==> src/csb_pkg.sv <==
/*
  Shared constants and types for the charge-short and cell-balance control.
  Assumes a 50 MHz device clock and registers written over a plain
  address/data write port.
*/
package csb_pkg;

  // ----------------------------------------------------------------------
  // clock and time base
  // ----------------------------------------------------------------------
  localparam int          CLOCK_MHZ         = 50;
  localparam int          DELAY_STEP_US     = 60;
  localparam int          DELAY_STEP_CYCLES = DELAY_STEP_US * CLOCK_MHZ;
  localparam int          HOUR_SECONDS      = 3600;
  localparam longint      HOUR_CYCLES       = longint'(HOUR_SECONDS)
                                              * longint'(CLOCK_MHZ)
                                              * 64'd1000000;

  // ----------------------------------------------------------------------
  // register map
  // ----------------------------------------------------------------------
  localparam logic [7:0]  ADDR_SHORT_CFG    = 8'h09;
  localparam logic [7:0]  ADDR_BAL_CFG      = 8'h0A;
  localparam logic [7:0]  SHORT_CFG_RESET   = 8'h00;
  localparam logic [7:0]  BAL_CFG_RESET     = 8'h00;
  localparam int          SHORT_DELAY_MSB   = 7;
  localparam int          SHORT_DELAY_LSB   = 4;
  localparam int          SHORT_THR_MSB     = 3;
  localparam int          SHORT_THR_LSB     = 0;
  localparam int          BAL_MODE_MSB      = 7;
  localparam int          BAL_MODE_LSB      = 6;
  localparam int          BAL_TMO_MSB       = 5;
  localparam int          BAL_TMO_LSB       = 4;
  localparam int          BAL_VOLT_MSB      = 3;
  localparam int          BAL_VOLT_LSB      = 0;

  // ----------------------------------------------------------------------
  // threshold scales, magnitudes in mV
  // ----------------------------------------------------------------------
  localparam logic [8:0]  SHORT_BASE_LO_MV  = 9'h00A;
  localparam logic [8:0]  SHORT_STEP_LO_MV  = 9'h005;
  localparam logic [8:0]  SHORT_BASE_HI_MV  = 9'h032;
  localparam logic [8:0]  SHORT_STEP_HI_MV  = 9'h019;
  localparam logic [11:0] BAL_TOP_MV        = 12'hF3C;
  localparam logic [11:0] BAL_STEP_MV       = 12'h064;
  localparam logic [3:0]  DELAY_CODE_RSVD   = 4'h0;
  localparam logic [3:0]  DELAY_CODE_MIN    = 4'h1;

  typedef enum logic [1:0] {
    BAL_OFF           = 2'b00,
    BAL_ALWAYS        = 2'b01,
    BAL_CHARGER       = 2'b10,
    BAL_CHARGER_TIMED = 2'b11
  } csb_mode_type;

  typedef enum logic [1:0] {
    ST_IDLE    = 2'b00,
    ST_ACTIVE  = 2'b01,
    ST_EXPIRED = 2'b10
  } csb_state_type;

  // threshold magnitude; the sensed voltage is negative of this
  function automatic logic [8:0] short_thresh_mv(input logic [3:0] code,
                                                 input logic       range);
    logic [8:0] c;
    c = {5'h00, code};
    short_thresh_mv = range ? 9'(SHORT_BASE_HI_MV + c * SHORT_STEP_HI_MV)
                            : 9'(SHORT_BASE_LO_MV + c * SHORT_STEP_LO_MV);
  endfunction

  // qualification time in steps; reserved code acts as the shortest one
  function automatic logic [4:0] delay_steps(input logic [3:0] code);
    logic [3:0] eff;
    eff = (code == DELAY_CODE_RSVD) ? DELAY_CODE_MIN : code;
    delay_steps = 5'({1'b0, eff} + 5'h01);
  endfunction

endpackage

==> src/csb_balance_timer.sv <==
/*
  Balancing session timer: an hour prescaler and an hour counter.
  Assumes run is high only while current is diverted; clear restarts it.
*/
`timescale 1ns/1ps
module csb_balance_timer
  import csb_pkg::*;
#(
  parameter longint HOUR_CYCLES_P = HOUR_CYCLES
)
(
  input  wire logic       clock,
  input  wire logic       rst,
  input  wire logic       ce,
  input  wire logic       clear,
  input  wire logic       run,
  input  wire logic [3:0] hourLimit,
  output logic            expired
);

  logic [39:0] tickCount_q;
  logic [3:0]  hourCount_q;
  logic        expired_q;
  wire         hourWrap = (tickCount_q == 40'(HOUR_CYCLES_P - 1));
  wire  [3:0]  hourNext = 4'(hourCount_q + 4'h1);

  always_ff @(posedge clock)
  begin
    if (rst || (ce && clear))
    begin
      tickCount_q <= 40'h0;
      hourCount_q <= 4'h0;
      expired_q   <= 1'b0;
    end
    else if (ce && run && !expired_q)
    begin
      tickCount_q <= hourWrap ? 40'h0 : 40'(tickCount_q + 40'h1);
      if (hourWrap)
      begin
        hourCount_q <= hourNext;
        expired_q   <= (hourNext >= hourLimit);
      end
    end
  end

  assign expired = expired_q;

endmodule

==> src/csb_ctrl.sv <==
/*
  Charge short-circuit qualification and automatic cell balancing control.
  Assumes synchronous comparator inputs from the analog front end and a
  simple register write port with registered read data.
*/
// Operation
// delay code in bits 7:4; 0001 is 120 us, +60 us per code, to 960 us
// qualification delay may double while balancing current flows
// threshold code bits 3:0, range 0: -10 mV, -5 mV steps, to -85 mV
// range 1 scales threshold fivefold: -50 mV to -425 mV in -25 mV steps
// mode bits 7:6; 00 disables balancing and is the default
// mode 01 balances always, starts at threshold, ends on timer expiry
// mode 01 restarts only after all cells fell below then one re-reached
// mode 10 balances only with charger present, stops on removal, no timer
// mode 11 needs charger, stops on removal or expiry; expiry needs replug
// timer starts when current is diverted, not at charger detection
// host keeps protection delays short while balancing is enabled; the bench runs its mode 01, 10 and 11 tests at delay code F, the longest
// timeout bits 5:4 give 1, 2, 4 or 8 hours, regardless of charger
// start threshold bits 3:0: 3.9 V falling 0.1 V per code to 2.4 V
// short declared when sense stays beyond threshold for delay; fet off
// reserved delay code 0000 acts as the shortest valid delay
`timescale 1ns/1ps
module csb_ctrl
  import csb_pkg::*;
#(
  parameter int     NUM_CELLS     = 8,
  parameter int     STEP_CYCLES   = DELAY_STEP_CYCLES,
  parameter longint HOUR_CYCLES_P = HOUR_CYCLES
)
(
  input  wire logic                 clock,
  input  wire logic                 rst,
  input  wire logic                 ce,
  input  wire logic [7:0]           regAddr,
  input  wire logic [7:0]           regWrData,
  input  wire logic                 regWrEn,
  output logic      [7:0]           regRdData,
  input  wire logic                 currentSenseRange,
  input  wire logic                 senseBeyondThresh,
  input  wire logic [NUM_CELLS-1:0] cellAtThresh,
  input  wire logic                 chargerPresent,
  output logic      [8:0]           shortThreshMv,
  output logic      [11:0]          balanceThreshMv,
  output logic      [NUM_CELLS-1:0] bleedEnable,
  output logic                      balancing,
  output logic                      chargeShortCircuit,
  output logic                      chargeFetOn
);

  // ----------------------------------------------------------------------
  // configuration registers
  // ----------------------------------------------------------------------
  logic [7:0]  chargeShortConfig_q;
  logic [7:0]  balanceConfig_q;
  logic [7:0]  regRdData_q;
  wire         wrShort = ce && regWrEn && (regAddr == ADDR_SHORT_CFG);
  wire         wrBal   = ce && regWrEn && (regAddr == ADDR_BAL_CFG);
  wire  [7:0]  rdMux   = (regAddr == ADDR_SHORT_CFG) ? chargeShortConfig_q :
                         (regAddr == ADDR_BAL_CFG)   ? balanceConfig_q :
                                                       8'h00;

  always_ff @(posedge clock)
  begin
    if (rst)
    begin
      chargeShortConfig_q <= SHORT_CFG_RESET;
      balanceConfig_q     <= BAL_CFG_RESET;
      regRdData_q         <= 8'h00;
    end
    else if (ce)
    begin
      if (wrShort)
        chargeShortConfig_q <= regWrData;
      if (wrBal)
        balanceConfig_q <= regWrData;
      regRdData_q <= rdMux;
    end
  end

  // ----------------------------------------------------------------------
  // field decode
  // ----------------------------------------------------------------------
  wire [3:0]    chargeShortDelayCode =
                  chargeShortConfig_q[SHORT_DELAY_MSB:SHORT_DELAY_LSB];
  wire [3:0]    chargeShortThresholdCode =
                  chargeShortConfig_q[SHORT_THR_MSB:SHORT_THR_LSB];
  wire [1:0]    modeBits   = balanceConfig_q[BAL_MODE_MSB:BAL_MODE_LSB];
  csb_mode_type balanceMode;
  assign balanceMode = csb_mode_type'(modeBits);
  wire [1:0]    balanceTimeoutCode = balanceConfig_q[BAL_TMO_MSB:BAL_TMO_LSB];
  wire [3:0]    balanceStartVoltageCode =
                  balanceConfig_q[BAL_VOLT_MSB:BAL_VOLT_LSB];
  wire [3:0]    hourLimit = 4'(4'h1 << balanceTimeoutCode);
  wire [8:0]    shortThreshD = short_thresh_mv(chargeShortThresholdCode,
                                               currentSenseRange);
  wire [11:0]   balThreshD = 12'(BAL_TOP_MV - {8'h00, balanceStartVoltageCode}
                                 * BAL_STEP_MV);

  // ----------------------------------------------------------------------
  // cell balancing state machine
  // ----------------------------------------------------------------------
  csb_state_type          state_q;
  csb_state_type          state_d;
  logic [NUM_CELLS-1:0]   bleed_q;
  logic                   balancing_q;
  logic                   timerExpired;
  wire anyHigh    = |cellAtThresh;
  wire needsChg   = (balanceMode == BAL_CHARGER) ||
                    (balanceMode == BAL_CHARGER_TIMED);
  wire timed      = (balanceMode == BAL_ALWAYS) ||
                    (balanceMode == BAL_CHARGER_TIMED);
  wire enabledNow = (balanceMode != BAL_OFF) && (!needsChg || chargerPresent);
  wire startBal   = (state_q == ST_IDLE) && enabledNow && anyHigh;
  wire diverting  = (state_q == ST_ACTIVE) && (|bleed_q);

  always_comb
  begin
    state_d = state_q;
    case (state_q)
      ST_IDLE:
        if (startBal)
          state_d = ST_ACTIVE;
      ST_ACTIVE:
        if (!enabledNow)
          state_d = ST_IDLE;
        else if (timed && timerExpired)
          state_d = ST_EXPIRED;
      ST_EXPIRED:
        if (balanceMode == BAL_OFF || balanceMode == BAL_CHARGER)
          state_d = ST_IDLE;
        else if (balanceMode == BAL_ALWAYS && !anyHigh)
          state_d = ST_IDLE;
        else if (balanceMode == BAL_CHARGER_TIMED && !chargerPresent)
          state_d = ST_IDLE;
      default:
        state_d = ST_IDLE;
    endcase
  end

  wire [NUM_CELLS-1:0] bleedD = (state_d == ST_ACTIVE) ? cellAtThresh
                                                       : '0;

  always_ff @(posedge clock)
  begin
    if (rst)
    begin
      state_q     <= ST_IDLE;
      bleed_q     <= '0;
      balancing_q <= 1'b0;
    end
    else if (ce)
    begin
      state_q     <= state_d;
      bleed_q     <= bleedD;
      balancing_q <= (state_d == ST_ACTIVE);
    end
  end

  // timer runs only while current is diverted, paused in ST_ACTIVE without bleeding, held clear outside ST_ACTIVE
  csb_balance_timer #(
    .HOUR_CYCLES_P (HOUR_CYCLES_P)
  ) u_timer (
    .clock     (clock),
    .rst       (rst),
    .ce        (ce),
    .clear     (state_q != ST_ACTIVE),
    .run       (diverting),
    .hourLimit (hourLimit),
    .expired   (timerExpired)
  );

  // ----------------------------------------------------------------------
  // charge short-circuit qualification
  // ----------------------------------------------------------------------
  // doubling is a choice: bleed current disturbs the sense path
  logic [17:0] qualCount_q;
  logic        short_q;
  logic        fetOn_q;
  wire  [17:0] baseLimit = 18'({13'h0, delay_steps(chargeShortDelayCode)}
                               * 18'(STEP_CYCLES));
  wire  [17:0] qualLimit = diverting ? 18'(baseLimit << 1) : baseLimit;
  wire         qualDone  = senseBeyondThresh &&
                           (18'(qualCount_q + 18'h1) >= qualLimit);

  always_ff @(posedge clock)
  begin
    if (rst)
    begin
      qualCount_q <= 18'h0;
      short_q     <= 1'b0;
      fetOn_q     <= 1'b1;
    end
    else if (ce)
    begin
      // any break in the excursion restarts the qualification
      qualCount_q <= (senseBeyondThresh && !qualDone)
                       ? 18'(qualCount_q + 18'h1) : 18'h0;
      // set wins over the clear that a config write gives
      short_q     <= qualDone || (short_q && !wrShort);
      fetOn_q     <= !(qualDone || (short_q && !wrShort));
    end
  end

  // ----------------------------------------------------------------------
  // output registers
  // ----------------------------------------------------------------------
  logic [8:0]  shortThreshMv_q;
  logic [11:0] balanceThreshMv_q;

  always_ff @(posedge clock)
  begin
    if (rst)
    begin
      shortThreshMv_q   <= SHORT_BASE_LO_MV;
      balanceThreshMv_q <= BAL_TOP_MV;
    end
    else if (ce)
    begin
      shortThreshMv_q   <= shortThreshD;
      balanceThreshMv_q <= balThreshD;
    end
  end

  assign regRdData          = regRdData_q;
  assign shortThreshMv      = shortThreshMv_q;
  assign balanceThreshMv    = balanceThreshMv_q;
  assign bleedEnable        = bleed_q;
  assign balancing          = balancing_q;
  assign chargeShortCircuit = short_q;
  assign chargeFetOn        = fetOn_q;
endmodule

==> config.mk <==
export PLATFORM = sky130hd
export DESIGN_NAME = csb_ctrl
export DESIGN_NICKNAME = d
export VERILOG_FILES = /design/src/csb_pkg.sv /design/src/csb_balance_timer.sv /design/src/csb_ctrl.sv
export SDC_FILE = /design/constraint.sdc
export NUM_CORES = 1
export LEC_CHECK = 0
export BUFFER_PORTS_ARGS = -buffer_cell sky130_fd_sc_hd__buf_2
export CORE_ASPECT_RATIO = 1.2
export CORE_MARGIN = 5
export CORE_UTILIZATION = 60
export DETAILED_ROUTE_END_ITERATION = 6
export PLACE_DENSITY = 0.78
export SLEW_MARGIN = 20
export SYNTH_ARGS = -nofsm -noshare
export SYNTH_HDL_FRONTEND = slang
export SYNTH_SLANG_ARGS = --single-unit
==> constraint.sdc <==
create_clock -name clock -period 6.4 [get_ports clock]
set_input_delay 0.96 -clock clock [delete_from_list [all_inputs] [get_ports clock]]
set_output_delay 0.96 -clock clock [all_outputs]
set_load 0.1 [all_outputs]
==> flow_summary.rst, run 1 <==
.. list-table::
   :header-rows: 1

   * - Metric
     - Value
   * - Number of max-cap violations
     - 0
   * - Max clock buf depth
     - 2
   * - Worst EP arrival
     - 6.22 ns
   * - Row cnt
     - 44
   * - Placed wire-length estimate after detailed placement
     - 11,500 µm
   * - Count of cell instances traversed by the critical path
     - 22
   * - Global-route wire length before repair
     - 27,900 µm
   * - Yosys reg bits
     - 119
   * - Number of cells on the worst reg-to-reg path
     - 22
   * - Predominant post-synthesis flop cell
     - sky130_fd_sc_hd__dfxtp_1
   * - Avg Synthesized Cell Area
     - 8.78 µm²
   * - Total global-route track usage
     - 0.223
   * - Peak supply drop
     - 184 µV
   * - Number of buffers added for setup after CTS
     - 0
   * - Number of ports placed on the die boundary
     - 71
   * - Class of the most critical hold timing path
     - reg2reg
   * - CTS Sinks
     - 119
   * - Number of antenna violations at the first check in global routing
     - 1
   * - CP required
     - 6.69 ns
   * - Worst slew margin relative to its limit
     - 0.424
   * - Final net count
     - 1,033
   * - Horiz. Die Dim
     - 112 µm
   * - Htree depth
     - 4
   * - Final number of hold-violating endpoints
     - 0
   * - Buf/Inv on CP
     - 3
   * - Number of warning messages in the yosys log
     - 0
   * - Worst path max stage delay
     - 0.53 ns
   * - Max Transition Viols Final
     - 0
   * - Areal power density over the cells
     - 217 nW/µm²
   * - Worst Max-Slew Pin Slew
     - 0.857 ns
   * - Synthesized-area fraction occupied by xor and xnor cells
     - 0.0977
   * - Starting density of the core
     - 0.616
   * - Worst setup path class
     - reg2reg
   * - Largest net degree at the start of global routing
     - 46
   * - Drt via density
     - 5.71
   * - Sequence of cells on the critical path
     - nand3_1 > xnor2_2 > inv_1 > fa_1 > inv_1 > fa_1 > fa_1 > ha_1 > nor3_1 > a211oi_1 > a41oi_1 > o31ai_1 > xor2_1 > nand2_1 > ha_1 > nand2_1 > nor4_2 > o311ai_1 > nand3_1 > buf_4 > nor2_2 > a22o_1
   * - Vias in the first global route
     - 6,109
   * - Final min period
     - 5.93 ns
   * - Total Die Area
     - 14,900 µm²
   * - Core box area
     - 12,200 µm²
   * - Critical Path End Type
     - register
   * - Post-synth design cell area
     - 7530 µm²
   * - Combinational family with the most area after synthesis
     - simple AND/OR/NAND/NOR gates
   * - Crit path max-delay cell type
     - sky130_fd_sc_hd__fa_1
   * - Number of instances on the worst hold path
     - 1
   * - Number of synthesized flops with an enable pin
     - 0
   * - Max Freq
     - 0.169 GHz
   * - Setup Skew
     - 0.00994 ns
   * - Final Wtd Congestion
     - 0.805
   * - Fraction of synthesis flops using an asynchronous set or reset pin
     - 0
   * - Number of vias after detailed routing
     - 6,222
   * - Die height
     - 133 µm
   * - Post-Synthesis Cells
     - 858
   * - Clock Pin Slew Worst Setup and Hold Paths
     - 0.06 ns
   * - Ranking of synthesized cells by area
     - sky130_fd_sc_hd__dfxtp_1, sky130_fd_sc_hd__ha_1, sky130_fd_sc_hd__nor2_1, sky130_fd_sc_hd__xnor2_1, sky130_fd_sc_hd__mux2i_1
   * - Resized Gates After CTS
     - 0
   * - WL per Instance
     - 15.0 µm
   * - Share of layout cells above drive strength 1
     - 0.139
   * - Hold buffers post-CTS
     - 0
   * - Final sum of negative setup slack
     - 0 ns
   * - Antenna cell count
     - 0
   * - Area fraction in and, or, nand and nor cells after synthesis
     - 0.225
   * - Type of origin of the critical path
     - register
   * - Count of final setup violators
     - 0
   * - Latest clock arrival within the worst-skew pair
     - 0.42 ns
   * - Largest fanout of any net on the critical path
     - 17
   * - Area fraction in compound gates after synthesis
     - 0.108
   * - Clock tree from TritonCTS
     - built
   * - CTS Root Buffer Type
     - sky130_fd_sc_hd__clkbuf_16
   * - Share of Yosys cell area claimed by the top area cell type
     - 0.316
   * - Tot Pwr
     - 1.87 mW
   * - Multiplexer area fraction after synthesis
     - 0.0493
   * - Most frequent cell on the critical path
     - sky130_fd_sc_hd__fa_1
   * - Layout area overhead
     - 14.0%
   * - Grt total ovfl
     - 0
   * - Unrepaired setup endpoints after global routing
     - no
   * - Final wirelength
     - 16,300 µm
   * - Filler cell count in the final layout
     - 971
   * - Family of cells with the greatest summed delay on the critical path
     - adder cells
   * - Status
     - finished clean
   * - Cts bufs inserted
     - 17
   * - Leak pwr
     - 3.74 nW
   * - Sequential share of the synthesized area
     - 0.316
   * - Area share of fa/ha/maj cells after synthesis
     - 0.157
   * - Remaining antenna violation count after routing
     - 0
   * - Final Cycle Share
     - 0.926
   * - Detailed-route DRC error count
     - 0
   * - Number of distinct library cells after synthesis
     - 68
   * - Post-synthesis cell type with the largest combined area
     - sky130_fd_sc_hd__dfxtp_1
   * - Number of search-and-repair iterations in the first detailed-routing pass
     - 5
   * - Initial drt markers
     - 320
   * - Port bufs
     - 68
==> flip-flops by register name, summed over array words and instances, names as in the netlist <==
signal	flops
bleedEnable	8
chargeShortCircuit	1
balanceThreshMv	10
balanceConfig_q	8
balancing	1
u_timer.hourCount_q	4
u_timer.tickCount_q	40
chargeFetOn	1
chargeShortConfig_q	8
state_q	2
u_timer.expired	1
qualCount_q	18
shortThreshMv	9
regRdData	8
==> metal layers <==
layer,track usage,up-vias,wire length [µm]
li1,-,3123,-
met1,0.274,2942,7210
met2,0.374,127,7990
met3,0.0534,28,772
met4,0.0895,2,303
met5,0,-,11
==> cells in the final DEF (no fill, tap or decap), types with 4 or more instances in the layout <==
cell	netlist	layout
sky130_fd_sc_hd__dfxtp_1	119	118
sky130_fd_sc_hd__nor2_1	115	113
sky130_fd_sc_hd__ha_1	74	74
sky130_fd_sc_hd__buf_2	8	68
sky130_fd_sc_hd__nand2_1	56	56
sky130_fd_sc_hd__xnor2_1	44	43
sky130_fd_sc_hd__inv_1	41	41
sky130_fd_sc_hd__xor2_1	40	40
sky130_fd_sc_hd__mux2i_1	36	36
sky130_fd_sc_hd__a21oi_1	33	33
sky130_fd_sc_hd__nand3_1	32	32
sky130_fd_sc_hd__nor3_1	23	23
sky130_fd_sc_hd__o21ai_0	18	18
sky130_fd_sc_hd__nand4_1	17	17
sky130_fd_sc_hd__clkbuf_16	0	17
sky130_fd_sc_hd__nor4_1	16	15
sky130_fd_sc_hd__nand2b_1	14	14
sky130_fd_sc_hd__fa_1	13	13
sky130_fd_sc_hd__and4_1	10	10
sky130_fd_sc_hd__a221oi_1	9	9
sky130_fd_sc_hd__a22oi_1	9	9
sky130_fd_sc_hd__and3_1	9	9
sky130_fd_sc_hd__a22o_1	8	8
sky130_fd_sc_hd__a21o_1	7	7
sky130_fd_sc_hd__and2_1	6	6
sky130_fd_sc_hd__a211o_1	6	6
sky130_fd_sc_hd__buf_4	2	6
sky130_fd_sc_hd__or2_2	5	5
sky130_fd_sc_hd__o21a_1	5	5
sky130_fd_sc_hd__clkinv_4	0	5
sky130_fd_sc_hd__nor2b_1	4	4
sky130_fd_sc_hd__nor3b_1	4	4
sky130_fd_sc_hd__o311ai_0	4	4
==> layout make-up <==
type	instances	area (µm²)	share of cell area
clock buffer	19	453	0.0527
sequential	119	2380	0.278
tap	161	201	0.0235
clock inverter	13	173	0.0201
inverter	42	158	0.0184
timing repair buffer	74	385	0.0449
multi-input combinational	661	4830	0.563
==> final timing paths <==
check	start	endpoint	slack [ns]
setup / recovery	chargeShortConfig_q[6]	qualCount_q[1]	0.47
setup reg to reg	chargeShortConfig_q[6]	qualCount_q[1]	0.47
hold reg to reg	balanceThreshMv[8]	balanceThreshMv[8]	0.47
hold / removal	balanceThreshMv[8]	balanceThreshMv[8]	0.47
==> power breakdown <==
part           internal, mW  switching (mW)  leakage [nW]
Combinational        0.0274          0.0884          2.48
Clock                 0.637           0.360         0.297
Sequential            0.749         0.00594         0.962
==> Yosys cell counts (7+ instances only) <==
cell                       instances
sky130_fd_sc_hd__dfxtp_1         119
sky130_fd_sc_hd__nor2_1          115
sky130_fd_sc_hd__ha_1             74
sky130_fd_sc_hd__nand2_1          56
sky130_fd_sc_hd__xnor2_1          44
sky130_fd_sc_hd__inv_1            41
sky130_fd_sc_hd__xor2_1           40
sky130_fd_sc_hd__mux2i_1          36
sky130_fd_sc_hd__a21oi_1          33
sky130_fd_sc_hd__nand3_1          32
sky130_fd_sc_hd__nor3_1           23
sky130_fd_sc_hd__clkbuf_1         21
sky130_fd_sc_hd__o21ai_0          18
sky130_fd_sc_hd__nand4_1          17
sky130_fd_sc_hd__nor4_1           16
sky130_fd_sc_hd__nand2b_1         14
sky130_fd_sc_hd__fa_1             13
sky130_fd_sc_hd__and4_1           10
sky130_fd_sc_hd__a221oi_1          9
sky130_fd_sc_hd__a22oi_1           9
sky130_fd_sc_hd__and3_1            9
sky130_fd_sc_hd__a22o_1            8
sky130_fd_sc_hd__buf_2             8
sky130_fd_sc_hd__a21o_1            7
==> per-stage QoR <==
step	cells	instance area (µm²)	hold WS, ns	setup slack [ns]	utilization
3_5_place_dp	1057	7940	0.453	0.296	0.649
6_report	1089	8590	0.470	0.471	0.703
2_1_floorplan	859	7540	0.462	0.915	-
4_1_cts	1089	8560	0.470	0.209	0.701
5_1_grt	1089	8590	0.498	0.0187	0.703
3_3_place_gp	1057	7940	0.449	0.560	0.649
==> logic make-up after synthesis <==
kind of cell / count (synthesis)
simple gates: 334
fa+ha+maj: 87
flops: 119
compound gates: 117
xor+xnor: 84
buf+inv: 79
mux: 37
other cells: 1
No activity file was read; power rests on OpenSTA's default activity.
==> run 2: changes to the inputs <==
--- a/config.mk
+++ b/config.mk
@@ -5,10 +5,11 @@
 export SDC_FILE = /design/constraint.sdc
 export NUM_CORES = 1
 export LEC_CHECK = 0
+export ABC_AREA = 1
 export BUFFER_PORTS_ARGS = -buffer_cell sky130_fd_sc_hd__buf_2
 export CORE_ASPECT_RATIO = 1.2
 export CORE_MARGIN = 5
-export CORE_UTILIZATION = 60
+export CORE_UTILIZATION = 61
 export DETAILED_ROUTE_END_ITERATION = 6
 export PLACE_DENSITY = 0.78
 export SLEW_MARGIN = 20
==> run 2 against run 1 <==
  * Combinational power is 28% higher
  * Sequential power barely moved
  * Final cell count is 44% higher
  * Utilization is 0.39 points lower
  * Cell area is 13% higher
  * Maximum frequency rose by 4.2%
  * Largest cell class unchanged
==> flow_summary.rst, run 2 <==
.. list-table::
   :header-rows: 1

   * - Metric
     - Value
   * - Status
     - finished clean
   * - Clock tree from TritonCTS
     - built
   * - Int Pwr
     - 1.40 mW (-0.61%)
   * - Clock Pin Slew Worst Setup and Hold Paths
     - 0.06 ns (about the same)
   * - Largest net degree at the start of global routing
     - 50 (+8.7%)
   * - Layout area overhead
     - 12.0%
   * - Global-route wire length before repair
     - 38,600 µm (+38%)
   * - Placed instance area
     - 9090 µm² (+14%)
   * - Switch Pwr
     - 0.486 mW (+7.0%)
   * - Number of buffers added for setup after CTS
     - 0 (unchanged)
   * - Port bufs
     - 68 (unchanged)
   * - CP required
     - 6.68 ns (about the same)
   * - Part of the power in combinational logic
     - 0.078 (+0.016)
   * - Final number of hold-violating endpoints
     - 0 (unchanged)
   * - Most used cells in the layout excluding fill and tap cells
     - sky130_fd_sc_hd__nand2_1, sky130_fd_sc_hd__nor2_1, sky130_fd_sc_hd__inv_1, sky130_fd_sc_hd__dfxtp_1, sky130_fd_sc_hd__a21oi_1
   * - Hold buffers post-CTS
     - 0 (unchanged)
   * - Total Die Area
     - 16,700 µm² (+12%)
   * - Final min period
     - 5.69 ns (-0.236 ns)
   * - CTS Root Buffer Type
     - sky130_fd_sc_hd__clkbuf_16
   * - Final Wtd Congestion
     - 0.974 (+21%)
   * - Detailed-route DRC error count
     - 0 (unchanged)
   * - Worst path max stage delay
     - 0.60 ns (+0.07 ns)
   * - Share of Yosys cell area claimed by the top area cell type
     - 0.275 (-0.0411)
   * - Fraction of synthesis flops using an asynchronous set or reset pin
     - 0 (unchanged)
   * - Grt total ovfl
     - 0 (unchanged)
   * - CTS Sinks
     - 119 (unchanged)
   * - Post-route worst hold slack
     - 0.463 ns (-0.00686 ns)
   * - Filler cell count in the final layout
     - 1,255 (+29%)
   * - Most used standard cells in the synthesized netlist
     - sky130_fd_sc_hd__nand2_1, sky130_fd_sc_hd__nor2_1, sky130_fd_sc_hd__inv_1, sky130_fd_sc_hd__dfxtp_1, sky130_fd_sc_hd__a21oi_1
   * - Max Transition Viols Final
     - 0 (unchanged)
   * - Worst Max-Slew Pin Slew
     - 0.934 ns (+0.0765 ns)
   * - Fraction of power spent switching nets
     - 0.257 (+0.0138)
   * - Setup Skew
     - 0.00703 ns (-0.00291 ns)
   * - Row cnt
     - 47 (+6.8%)
   * - Number of search-and-repair iterations in the first detailed-routing pass
     - 5 (unchanged)
   * - Worst setup path class
     - reg2reg
   * - Clk pwr share
     - 0.521 (-0.013)
   * - Ranking of synthesized cells by area
     - sky130_fd_sc_hd__dfxtp_1, sky130_fd_sc_hd__nand2_1, sky130_fd_sc_hd__ha_1, sky130_fd_sc_hd__nor2_1, sky130_fd_sc_hd__inv_1
   * - Worst slack, placed
     - 0.781 ns (+0.485 ns)
   * - Starting density of the core
     - 0.624 (+0.00748)
   * - Number of distinct library cells after synthesis
     - 44 (-35%)
   * - Area of the multi-input gates
     - 5490 µm² (+14%)
   * - Total global-route track usage
     - 0.278 (+0.0553)
   * - Number of warning messages in the yosys log
     - 0 (unchanged)
   * - Core box area
     - 13,900 µm² (+14%)
   * - Predominant post-synthesis flop cell
     - sky130_fd_sc_hd__dfxtp_1
   * - Critical Path End Type
     - register
   * - Post-Synthesis Cells
     - 1,324 (+54%)
   * - Areal power density over the cells
     - 195 nW/µm² (-10%)
   * - Antenna cell count
     - 0 (unchanged)
   * - Max Freq
     - 0.176 GHz (+4.2%)
   * - Initial drt markers
     - 697 (+120%)
   * - Die height
     - 141 µm (+5.9%)
   * - Largest fanout of any net on the critical path
     - 18 (+1)
   * - Yosys reg bits
     - 119 (unchanged)
   * - Final wirelength
     - 22,800 µm (+40%)
   * - Peak supply drop
     - 184 µV (-0.14%)
   * - Most common cell after layout, fill and taps aside
     - sky130_fd_sc_hd__nand2_1
   * - Unrepaired setup endpoints after global routing
     - no
   * - Worst slew margin relative to its limit
     - 0.377 (-0.0472)
   * - Most instantiated library cell after synthesis
     - sky130_fd_sc_hd__nand2_1
   * - Min setup slack post-route
     - 0.707 ns (+0.236 ns)
   * - Number of synthesized flops with an enable pin
     - 0 (unchanged)
   * - Post-synthesis cell type with the largest combined area
     - sky130_fd_sc_hd__dfxtp_1
   * - Horiz. Die Dim
     - 119 µm (+5.8%)
   * - Share of layout cells above drive strength 1
     - 0.0977 (-0.0413)
   * - Type of origin of the critical path
     - register
   * - Register Area
     - 2380 µm² (about the same)
   * - Number of antenna violations at the first check in global routing
     - 1 (unchanged)
   * - Avg Synthesized Cell Area
     - 6.54 µm² (-26%)
   * - Latest clock arrival within the worst-skew pair
     - 0.42 ns (about the same)
   * - Sequential share of the synthesized area
     - 0.275 (-0.0411)
   * - Seq pwr share
     - 0.400 (-0.004)
   * - Max clock buf depth
     - 2 (unchanged)
   * - Htree depth
     - 4 (unchanged)
   * - Number of vias after detailed routing
     - 8,697 (+40%)
   * - Number of ports placed on the die boundary
     - 71 (unchanged)
   * - Largest register by flop count
     - u_timer.tickCount_q
   * - Drt via density
     - 5.56 (-2.6%)
   * - Final sum of negative setup slack
     - 0 ns (unchanged)
   * - Number of flip-flops in the largest register
     - 40 (unchanged)
   * - Crit path max-delay cell type
     - sky130_fd_sc_hd__fa_1
   * - Count of final setup violators
     - 0 (unchanged)
   * - Number of max-cap violations
     - 0 (unchanged)
   * - Final net count
     - 1,497 (+45%)
   * - Remaining antenna violation count after routing
     - 0 (unchanged)
   * - WL per Instance
     - 14.6 µm (-2.3%)
   * - Leak pwr
     - 4.23 nW (+13%)
   * - Post-synth design cell area
     - 8660 µm² (+15%)
   * - Resized Gates After CTS
     - 0 (unchanged)
   * - Final cell area excluding filler cells
     - 9700 µm² (+13%)
   * - Final Cycle Share
     - 0.890 (-0.0369)
   * - Vias in the first global route
     - 8,260 (+35%)
   * - Worst EP arrival
     - 5.97 ns (-0.25 ns)
   * - Placed wire-length estimate after detailed placement
     - 17,000 µm (+47%)
   * - Cts bufs inserted
     - 17 (unchanged)
   * - Class of the most critical hold timing path
     - reg2reg
   * - Most frequent cell on the critical path
     - sky130_fd_sc_hd__nand2_1
==> run 2: final timing paths <==
kind | start | end | slack (ns) | depth (start not counted)
hold reg to reg | shortThreshMv[8] | shortThreshMv[8] | 0.46 | 2
hold / removal | shortThreshMv[8] | shortThreshMv[8] | 0.46 | 2
setup reg to reg | chargeShortConfig_q[5] | qualCount_q[17] | 0.71 | 26
setup / recovery | chargeShortConfig_q[5] | qualCount_q[17] | 0.71 | 26
==> run 2: final cells by class <==
type | count | area share
multi-input cells | 1003 | 0.566
flip-flops and latches | 119 | 0.246
inverters | 165 | 0.0639
clock buffers | 22 | 0.0510
repair buffers | 73 | 0.0390
well taps | 171 | 0.0221
clock inverters | 10 | 0.0120
==> run 2: routing by layer <==
metal  share of wire  vias up  GRT usage
met3           0.060       49     0.0560
met5         0.00057        -          0
met2            0.49      232      0.478
li1                -     4436          -
met1            0.43     3978      0.346
met4           0.025        2      0.100
==> run 2: cells by family (layout without fill, tap and decap cells) <==
family	Yosys count	count (layout)	share of synthesized area
buffers and inverters	203	270	0.0912
adder cells (fa/ha/maj)	87	87	0.137
AO/OA/AOI/OAI	209	209	0.126
flip-flops	119	119	0.275
other	1	2	0.000433
AND/OR/NAND/NOR	673	673	0.337
XOR/XNOR	32	32	0.0324
==> run 2: stage by stage <==
stage / instances / power (mW) / util
6_report: 1563 / 1.89 / 0.699
5_1_grt: 1563 / 1.95 / 0.699
4_1_cts: 1563 / 1.90 / 0.699
3_5_place_dp: 1531 / 0.920 / 0.655
3_3_place_gp: 1531 / 0.918 / 0.655
2_1_floorplan: 1325 / 0.886 / -
==> run 2: worst max-delay path, delay by kind of cell, from the launching register on <==
family	cells	cell delay, ns
simple gates	17	2.47
fa+ha+maj	5	1.99
compound gates	1	0.31
flops	1	0.42
buf+inv	3	0.37
==> run 2: power groups by stage <==
stage | sequential, mW | clock (mW) | combinational [mW]
2_1_floorplan | 0.835 | 0 | 0.0504
3_3_place_gp | 0.772 | 0 | 0.146
3_5_place_dp | 0.773 | 0 | 0.147
4_1_cts | 0.757 | 0.997 | 0.148
5_1_grt | 0.758 | 1.04 | 0.158
6_report | 0.757 | 0.985 | 0.148
